### src/mfr_pkg.sv
package mfr_pkg;

    // ------------------------------------------------------------
    // widths and codes
    // ------------------------------------------------------------
    localparam int SENSE_W  = 8;    // sense amp and threshold word width
    localparam int RETRY_W  = 4;    // cycle-limit retry count field width
    localparam int MODE_W   = 4;    // response select field width
    localparam int TIMER_W  = 24;   // lock retry timer width

    localparam logic [MODE_W-1:0] CBC_REPORT_ONLY = 4'h6;

    // ------------------------------------------------------------
    // timing
    // ------------------------------------------------------------
    localparam int CLK_PERIOD_NS    = 50;       // 20 MHz system clock
    localparam int LOCK_RETRY_US    = 100000;   // lock retry interval in us
    localparam int LOCK_RETRY_CYC   = LOCK_RETRY_US * 1000 / CLK_PERIOD_NS;

    // ------------------------------------------------------------
    // types
    // ------------------------------------------------------------
    typedef enum logic [2:0]
    {
        STG_NORMAL = 3'h0,
        STG_HIZ    = 3'h1,
        STG_RECIRC = 3'h2,
        STG_HSB    = 3'h3,
        STG_LSB    = 3'h4
    } mfr_stage_e;

    typedef enum logic [2:0]
    {
        ACT_IDLE  = 3'h1,
        ACT_LATCH = 3'h2,
        ACT_RETRY = 3'h4
    } mfr_act_e;

    typedef struct packed
    {
        logic motor_lock_fault;
        logic lock_limit_fault;
        logic cycle_limit_fault;
    } mfr_flags_s;

    typedef struct packed
    {
        logic [MODE_W-1:0]  motor_lock_response_select;
        logic [MODE_W-1:0]  cycle_limit_response_select;
        logic [MODE_W-1:0]  lock_limit_response_select;
        logic [RETRY_W-1:0] cycle_limit_retry_count;
    } mfr_cfg_s;

    localparam mfr_flags_s FLAGS_RST = '0;

endpackage

### src/mfr_fault_response.sv
// Notes on behaviour
// - motor lock codes 0000-0011 latch; hi-z, high brake or low brake until cleared
// - motor lock codes 0100-0111 apply same states, resume after lock retry interval
// - motor lock fault is abnormal speed, no motor or lost sync
// - reporting lock modes pull pin low and set flag; 1000 report only; 1xx1 nothing
// - cycle limit over threshold switches power stage to recirculation when acting
// - cycle limit recovers next pwm, below threshold or after retry count; even codes below 1000 report
// - cycle limit 0110 reports only; 0111 and 1xxx do nothing
// - lock current limit reports except 1xx1; low bits choose state; 0xxx latch or retry by bit 2
// - latched beats retry beats cycle limit beats report; retry waits longest pending
// - fault pin low while any latched or retrying fault is in effect

// ----------------------------------------------------------------
// one fault's action tracker: idle, latched or retrying
// ----------------------------------------------------------------
module mfr_act
    import mfr_pkg::*;
(
    // clock and reset
    input  wire logic       mclk,
    input  wire logic       rst_n,
    // fault and configuration
    input  wire logic       det,
    input  wire logic       act_en,
    input  wire logic       latch_sel,
    input  mfr_stage_e      stage_sel,
    input  wire logic       clear,
    input  wire logic       retry_done,
    // state
    output mfr_act_e        st_q,
    output mfr_stage_e      stage_q
);
    mfr_act_e   st_d;
    mfr_stage_e stage_d;

    // next state; stage is captured at entry so mode edits do not glitch it
    always_comb
    begin
        st_d    = st_q;
        stage_d = stage_q;
        case (st_q)
            ACT_IDLE:
            begin
                if (det && act_en)
                begin
                    st_d    = latch_sel ? ACT_LATCH : ACT_RETRY;
                    stage_d = stage_sel;
                end
            end
            ACT_LATCH:
            begin
                if (clear && !det)
                    st_d = ACT_IDLE;
            end
            ACT_RETRY:
            begin
                if (retry_done)
                    st_d = ACT_IDLE;
            end
            default:
                st_d = ACT_IDLE;
        endcase
    end

    always_ff @(posedge mclk or negedge rst_n)
    begin
        if (!rst_n)
        begin
            st_q    <= ACT_IDLE;
            stage_q <= STG_HIZ;
        end
        else
        begin
            st_q    <= st_d;
            stage_q <= stage_d;
        end
    end
endmodule

// ----------------------------------------------------------------
// top: fault response for lock, cycle limit and lock current limit
// ----------------------------------------------------------------
module mfr_fault_response
    import mfr_pkg::*;
#(
    parameter int LOCK_RETRY_CYCLES = LOCK_RETRY_CYC
)
(
    // clock and reset
    input  wire logic               mclk,
    input  wire logic               rst_n,
    // detectors, from same-clock logic
    input  wire logic               speed_abnormal,
    input  wire logic               no_motor,
    input  wire logic               sync_lost,
    input  wire logic               pwm_cycle_start,
    input  wire logic [SENSE_W-1:0] sense_amp_output_voltage,
    input  wire logic [SENSE_W-1:0] cycle_limit_threshold,
    input  wire logic [SENSE_W-1:0] lock_current_threshold,
    // configuration and control
    input  mfr_cfg_s                cfg,
    input  wire logic               fault_clear_bit,
    // outputs
    output mfr_stage_e              stage_cmd_q,
    output logic                    fault_pin_n_q,
    output mfr_flags_s              controller_fault_flags_q
);
    // ------------------------------------------------------------
    // decode
    // ------------------------------------------------------------
    logic [MODE_W-1:0] ml_m;
    logic [MODE_W-1:0] cl_m;
    logic [MODE_W-1:0] ll_m;
    logic              ml_det;
    logic              cl_det;
    logic              ll_det;
    logic              ml_rep;
    logic              cl_rep;
    logic              ll_rep;
    logic              cl_act_en;
    mfr_stage_e        ml_sel;
    mfr_stage_e        ll_sel;

    assign ml_m      = cfg.motor_lock_response_select;
    assign cl_m      = cfg.cycle_limit_response_select;
    assign ll_m      = cfg.lock_limit_response_select;
    assign ml_det    = speed_abnormal | no_motor | sync_lost;
    assign cl_det    = sense_amp_output_voltage > cycle_limit_threshold;
    assign ll_det    = sense_amp_output_voltage > lock_current_threshold;
    assign ml_rep    = !ml_m[3] || !ml_m[0];
    assign cl_rep    = !cl_m[3] && !cl_m[0];
    assign ll_rep    = !ll_m[3] || !ll_m[0];
    assign cl_act_en = !cl_m[3] && (cl_m != CBC_REPORT_ONLY) && (cl_m[2:0] != 3'h7);
    assign ml_sel    = !ml_m[1] ? STG_HIZ : (ml_m[0] ? STG_LSB : STG_HSB);

    // lock limit low bits pick the state
    always_comb
    begin
        case (ll_m[1:0])
            2'h0:    ll_sel = STG_HIZ;
            2'h1:    ll_sel = STG_RECIRC;
            2'h2:    ll_sel = STG_HSB;
            default: ll_sel = STG_LSB;
        endcase
    end

    // ------------------------------------------------------------
    // lock fault trackers and shared retry timer
    // ------------------------------------------------------------
    mfr_act_e     ml_st;
    mfr_act_e     ll_st;
    mfr_stage_e   ml_stage;
    mfr_stage_e   ll_stage;
    logic         retry_done;
    logic         any_retry;
    logic         retry_hold;
    logic [TIMER_W-1:0] tmr_q;
    logic [TIMER_W-1:0] tmr_d;

    mfr_act u_ml
    (
        .mclk       (mclk),
        .rst_n      (rst_n),
        .det        (ml_det),
        .act_en     (!ml_m[3]),
        .latch_sel  (!ml_m[2]),
        .stage_sel  (ml_sel),
        .clear      (fault_clear_bit),
        .retry_done (retry_done),
        .st_q       (ml_st),
        .stage_q    (ml_stage)
    );

    mfr_act u_ll
    (
        .mclk       (mclk),
        .rst_n      (rst_n),
        .det        (ll_det),
        .act_en     (!ll_m[3]),
        .latch_sel  (!ll_m[2]),
        .stage_sel  (ll_sel),
        .clear      (fault_clear_bit),
        .retry_done (retry_done),
        .st_q       (ll_st),
        .stage_q    (ll_stage)
    );

    // one timer for both: it restarts while any retrying fault persists,
    // so release follows the longest pending wait
    assign any_retry  = (ml_st == ACT_RETRY) || (ll_st == ACT_RETRY);
    assign retry_hold = (ml_det && ml_st == ACT_RETRY) || (ll_det && ll_st == ACT_RETRY);
    assign retry_done = any_retry && !retry_hold
                        && (tmr_q == TIMER_W'(LOCK_RETRY_CYCLES - 1));

    always_comb
    begin
        if (!any_retry || retry_hold || retry_done)
            tmr_d = '0;
        else
            tmr_d = tmr_q + TIMER_W'(1);
    end

    always_ff @(posedge mclk or negedge rst_n)
    begin
        if (!rst_n)
            tmr_q <= '0;
        else
            tmr_q <= tmr_d;
    end

    // ------------------------------------------------------------
    // cycle-by-cycle limit
    // ------------------------------------------------------------
    logic             cl_on_q;
    logic             cl_on_d;
    logic [RETRY_W:0] cl_cnt_q;
    logic [RETRY_W:0] cl_cnt_d;

    // recovery path picked by bits 2:1 of the mode
    always_comb
    begin
        cl_on_d  = cl_on_q;
        cl_cnt_d = cl_cnt_q;
        if (!cl_on_q)
        begin
            if (cl_det && cl_act_en)
            begin
                cl_on_d  = 1'b1;
                cl_cnt_d = '0;
            end
        end
        else if (!cl_act_en)
            cl_on_d = 1'b0;
        else
        begin
            case (cl_m[2:1])
                2'h0:    cl_on_d = !pwm_cycle_start;
                2'h1:    cl_on_d = cl_det;
                default:
                begin
                    if (pwm_cycle_start)
                    begin
                        if (cl_cnt_q >= {1'b0, cfg.cycle_limit_retry_count})
                            cl_on_d = 1'b0;
                        else
                            cl_cnt_d = cl_cnt_q + (RETRY_W+1)'(1);
                    end
                end
            endcase
        end
    end

    always_ff @(posedge mclk or negedge rst_n)
    begin
        if (!rst_n)
        begin
            cl_on_q  <= 1'b0;
            cl_cnt_q <= '0;
        end
        else
        begin
            cl_on_q  <= cl_on_d;
            cl_cnt_q <= cl_cnt_d;
        end
    end

    // ------------------------------------------------------------
    // flags, pin and stage command
    // ------------------------------------------------------------
    mfr_flags_s flags_d;
    mfr_stage_e stage_d;
    logic       pin_n_d;

    // a new detection in the clear cycle wins over the clear
    always_comb
    begin
        flags_d = fault_clear_bit ? FLAGS_RST : controller_fault_flags_q;
        if (ml_det && ml_rep)
            flags_d.motor_lock_fault = 1'b1;
        if (cl_det && cl_rep)
            flags_d.cycle_limit_fault = 1'b1;
        if (ll_det && ll_rep)
            flags_d.lock_limit_fault = 1'b1;
    end

    // latched first, then lock retries, then the per-cycle limit
    always_comb
    begin
        if (ml_st == ACT_LATCH)
            stage_d = ml_stage;
        else if (ll_st == ACT_LATCH)
            stage_d = ll_stage;
        else if (ml_st == ACT_RETRY)
            stage_d = ml_stage;
        else if (ll_st == ACT_RETRY)
            stage_d = ll_stage;
        else if (cl_on_q)
            stage_d = STG_RECIRC;
        else
            stage_d = STG_NORMAL;
        pin_n_d = !((ml_st != ACT_IDLE) || (ll_st != ACT_IDLE)
                    || (|controller_fault_flags_q));
    end

    always_ff @(posedge mclk or negedge rst_n)
    begin
        if (!rst_n)
        begin
            stage_cmd_q              <= STG_NORMAL;
            fault_pin_n_q            <= 1'b1;
            controller_fault_flags_q <= FLAGS_RST;
        end
        else
        begin
            stage_cmd_q              <= stage_d;
            fault_pin_n_q            <= pin_n_d;
            controller_fault_flags_q <= flags_d;
        end
    end
endmodule

### config.mk
export PLATFORM = sky130hd
export DESIGN_NAME = mfr_fault_response
export DESIGN_NICKNAME = d
export VERILOG_FILES = /design/src/mfr_pkg.sv /design/src/mfr_fault_response.sv
export SDC_FILE = /design/constraint.sdc
export NUM_CORES = 1
export LEC_CHECK = 0
export BUFFER_PORTS_ARGS = -buffer_cell sky130_fd_sc_hd__clkbuf_2
export CAP_MARGIN = 40
export CORE_AREA = 5 5 80 82
export DETAILED_ROUTE_END_ITERATION = 10
export DIE_AREA = 0 0 85 87
export PLACE_DENSITY_LB_ADDON = 0.08
export SETUP_SLACK_MARGIN = 0.4
export SLEW_MARGIN = 20
export SYNTH_ARGS = -nofsm -noshare
export SYNTH_HDL_FRONTEND = slang
export SYNTH_SLANG_ARGS = --single-unit
### constraint.sdc
create_clock -name mclk -period 2.6 [get_ports mclk]
set_clock_uncertainty 0.2 [all_clocks]
set_input_delay 0.39 -clock mclk [delete_from_list [all_inputs] [get_ports mclk]]
set_output_delay 0.39 -clock mclk [all_outputs]
set_load 0.02 [all_outputs]
* After elaboration in Yosys (flattened, before gate mapping) *
Cells that the tools add are included.
W data, S select, Z words.

cells by class
  mux-type cells = 34
  equality and inequality tests = 24
  add/sub/neg operators = 2
  bitwise operators = 2
  reductions and logical operators = 48
  $lt $le $gt $ge = 3

operators with widths
  cell                     number
  $mux W3                  14
  $mux W5                  6
  $pmux W3 S3              3
  $add A24 B1 Y24 const B  1
  $eq A24 B21 Y1 const B   1
  $mux W24                 1
  $gt A8 B8 Y1             2
  $logic_and A1 B1 Y1      15
  $logic_not A1 Y1         12
  $ne A2 B2 Y1 const B     6
  $logic_or A1 B1 Y1       8
  $mux W1                  8
  $ne A2 B1 Y1 const B     4
  $reduce_bool A2 Y1       4
  $eq A3 B1 Y1 const B     2
  $eq A3 B2 Y1 const B     2
  $eq A3 B3 Y1 const B     2
  $ne A3 B1 Y1 const B     2
  $reduce_and A3 Y1        2
  $add A5 B1 Y5 const B    1
  $ge A5 B4 Y1             1
  $reduce_and A5 Y1        1
  $eq A2 B1 Y1 const B     2
  $logic_not A2 Y1         2
  other kinds (9)          11

storage, ports and cells
  word-level logic and storage cells = 125
  output and inout bits = 7
  register bits = 49

* Longest topological paths before layout *
  word-level depth = 9
  gate-level depth with buffers = 8
  depth with buffers taken out = 7

* Cells and area by module *
A second synthesis with hierarchy kept.

unflattened totals
  cells, all modules = 333
  area, all modules = 3144.3 um^2

modules (own cells, without submodules)
  module              sequential area each (um^2)  cells each  times used  area each (um^2)
  mfr_fault_response  927.1                        293         1           2578.7
  mfr_act             152.6                        20          2           282.8

* Worst setup path after synthesis *
Ideal clock, no wire load.

  kind = register to register
  start point = register cl_cnt_q[0]
  end point = register cl_cnt_q[3]
  buffers on the path = 0
  stages on the path, launching flop included = 8
  path slack = 0.442 ns
  data arrival time = 1.880 ns
  required time = 2.322 ns
  library setup time = 0.078 ns
  path through = dfrtp_1 inv_1 ha_1 nand2b_1 a211oi_1 o2111ai_2 or3_1 a21boi_1

on the way
  longest elaborated chain between the ends = 6
  elaborated cells on any way between the ends = 9
  classes of those cells = add/sub (1); order compare (1); eq/ne (1); mux (5); reduce/logical (1)

ends and longest elaborated chain
  what                    RTL line                   text
  start, declared         mfr_fault_response.sv:216  logic [RETRY_W:0] cl_cnt_q;
  start signal, assigned  mfr_fault_response.sv:263  cl_cnt_q <= cl_cnt_d;
  $add A5 B1 Y5           mfr_fault_response.sv:246  cl_cnt_d = cl_cnt_q + (RETRY_W+1)'(1);
  $mux W5                 mfr_fault_response.sv:243  if (cl_cnt_q >= {1'b0, cfg.cycle_limit_retry_count})
  $mux W5                 mfr_fault_response.sv:241  if (pwm_cycle_start)
  $mux W5                 mfr_fault_response.sv:236  case (cl_m[2:1])
  $mux W5                 mfr_fault_response.sv:232  else if (!cl_act_en)
  $mux W5                 mfr_fault_response.sv:224  if (!cl_on_q)

Parallel ways exist; a longest one is shown, timed or not. The select of a mux whose other input is x is not followed.
A chain may end at the register's enable or synchronous reset.

* Worst setup path after layout *
Ends and elaborated chain as after synthesis.

==> metrics.txt <==
pin count of the biggest net entering global routing=50; worst path cell trace=inv_1 -> ha_1 -> nand2b_1 -> a211oi_2 -> o2111ai_4 -> or3_1 -> a21boi_1; RSZ-0062 raised after global routing=yes; Mapped Cells=322; relative slew slack=57.95%; ys flop type=dfrtp_1; GRT busiest layer=met2; initial DRC count=117; worst hold path type=in -> reg; WP data arrival=2140 ps; number of synthesis warnings=0; grt met2 use=35.66%; Port Buffer Count=53; PD cells=514.8 nW/um^2; H-tree depth=2; share of layout cells above drive strength 1=24.49%; Core Area=5675 sq um; Final period util=81.08%; n_diodes=0; TNS Setup=0 ps; CTS max path bufs=2; max-cap viol count=0; DRC=0; maximum VDD drop=0.0003357 V; grt ovf=0; Top Ports=54; max incr delay on CP=370 ps; CTS tree=built; DRT antenna net count=0; wire per inst=13.86 um; Num CTS Buffers=5; CP Capture Type=register; Via Count=2509; placed cell count=452; fmax=474.4 MHz; flop2flop setup slack=490 ps; worst-skew pair later-pin latency=310 ps; Routed WL=6473 um; Synth Cell Area=3055 sq um; leakage=1.711 nW; crit path launch type=register; die area=7395 sq um; initial core utilization=53.84%; Tmin final=2108 ps; met3 GRT Util=3.027%; GPL Wtd Cong=0.8684; vias per inst=5.373; Post-synth EDFFs=0; Synth Register Bits=49; Final Non-Filler Cells=467; Slew Viols, Final=0; M1 GR Usage=21.75%; CTS sink cnt=49; Netlist cell types=50; syn nets=394; row count=28; dpl hpwl=4905 um; measured slew at the worst slew-check pin=630.7 ps; syn_area_per_cell=9.489 sq um; CTS clk-pin slew, worst paths=100 ps; share of synthesized registers carrying an async set or reset=100.0%; sequential share of the synthesized area=40.34%; Syn-to-layout area delta=17.77%; Die Ht=87 um; status=completed; Chip Width=85 um; Max Fanout on Critical Path=6; worst endpoint required time=2630 ps; Final Setup Violations=0; Slowest cell on crit path=dfrtp_1; drt first pass iters=4; first-pass GRT wire length=11320 um; CTS root buf=clkbuf_8; final hold vios=0; total track usage=18.85%; vias in the first global route=2559; fin nets=463; Crit Path Category=reg -> reg; initial antenna violation count=0
-- layout make-up --
type | count | area (sq um)
clock buffers | 5 | 68.82
fillers | 503 | 2077
repair buffers | 67 | 374.1
clock inverters | 3 | 22.52
flip-flops and latches | 49 | 1232
inverters | 30 | 112.6
well taps | 75 | 93.84
multi-input cells | 238 | 1694
-- cells in the mapped netlist (all sizes together) (4+ instances only) --
cell type | number | area share [%]
dfrtp | 44 | 36
inv | 30 | 3.7
nor3 | 28 | 5.4
ha | 25 | 10
nand2 | 19 | 2.3
nand3 | 18 | 3.1
xor2 | 18 | 5.2
nor2 | 16 | 2.0
o21ai | 14 | 2.3
a21oi | 11 | 1.8
nand4 | 10 | 2.0
o21a | 7 | 1.7
and3 | 6 | 1.2
and4 | 6 | 1.7
dfstp | 5 | 4.3
nand2b | 5 | 1.0
xnor2 | 5 | 1.4
nor2b | 4 | 0.82
o211ai | 4 | 0.98
or2 | 4 | 0.82
-- stage by stage --
stage	cell area, sq um	utilization (%)	setup WS [ps]	power, mW	hold slack, ps
finish	3598	63.40	491.9	1.853	82.60
detailed placement	3430	60.43	241.7	1.395	223.6
global route	3598	63.40	387.3	1.983	104.0
global placement	3425	60.34	287.5	1.380	222.2
floorplan	3055	-	441.9	1.244	-105.6
CTS	3562	62.76	421.5	1.871	79.20
-- final timing paths --
path,cells after the start,to,from
max,7,cl_cnt_q[3],cl_cnt_q[0]
min,2,u_ll.st_q[1],cfg[6]
max reg2reg,7,cl_cnt_q[3],cl_cnt_q[0]
min reg2reg,1,fault_pin_n_q,controller_fault_flags_q[2]
max in group asynchronous,3,tmr_q[21],rst_n
min in group asynchronous,3,u_ll.st_q[2],rst_n
-- state kept, by name (all words and copies together) (netlist names) --
register	flops
tmr_q	24
cl_cnt_q	5
controller_fault_flags_q	3
stage_cmd_q	3
u_ll.st_q	3
u_ll.stage_q	3
u_ml.st_q	3
u_ml.stage_q	3
cl_on_q	1
fault_pin_n_q	1
-- layout by cell type, fill, tap and decap left out, types with 6 or more instances in the layout --
master,instances
a21oi_1,11
and3_1,6
and4_1,6
buf_4,11
clkbuf_2,53
dfrtp_1,44
ha_1,25
inv_1,30
nand2_1,19
nand3_1,17
nand4_1,10
nor2_1,15
nor3_1,24
o21a_1,7
o21ai_0,13
xor2_1,18
-- cell families (layout without fill, tap and decap cells) --
logic type	Yosys count	in the layout	share of synthesized area (%)
and+or+nand+nor	132	132	24.82
muxes	3	3	1.106
xor gates and xnor gates	23	23	6.593
adders and majority gates	25	25	10.24
DFF	49	49	40.34
buffers and inverters	35	105	4.832
AOI/OAI and AO/OA	55	55	12.08
-- layer usage --
| layer | vias to the layer above | share of wire (%) |
|---|---|---|
| met1 | 1185 | 42 |
| met4 | 0 | 0.91 |
| li1 | 1297 | - |
| met3 | 5 | 2.5 |
| met5 | - | 0 |
| met2 | 22 | 54 |
-- what timing repair did --
item | in CTS | in global routing
setup buffers | 2 | 4
endpoints found under the hold margin | 12 | 0
resized for setup | 2 | 3
setup endpoints to repair | 2 | 1
pin swaps | 2 | 4
hold buffers | 1 | 0
-- worst max-delay path, delay by kind of cell (launching register included) --
kind,cells,cell delay (ps)
AOI/OAI and AO/OA,3,680
and+or+nand+nor,2,500
DFF,1,370
adders and majority gates,1,250
buffers and inverters,1,50
-- where the power goes --
| part | switching, mW | internal, mW | leakage, nW |
|---|---|---|---|
| registers | 0.0703 | 0.872 | 0.651 |
| logic | 0.246 | 0.203 | 1.02 |
| clock network | 0.272 | 0.189 | 0.0364 |
Note: power is estimated with default switching activity, not from simulation.
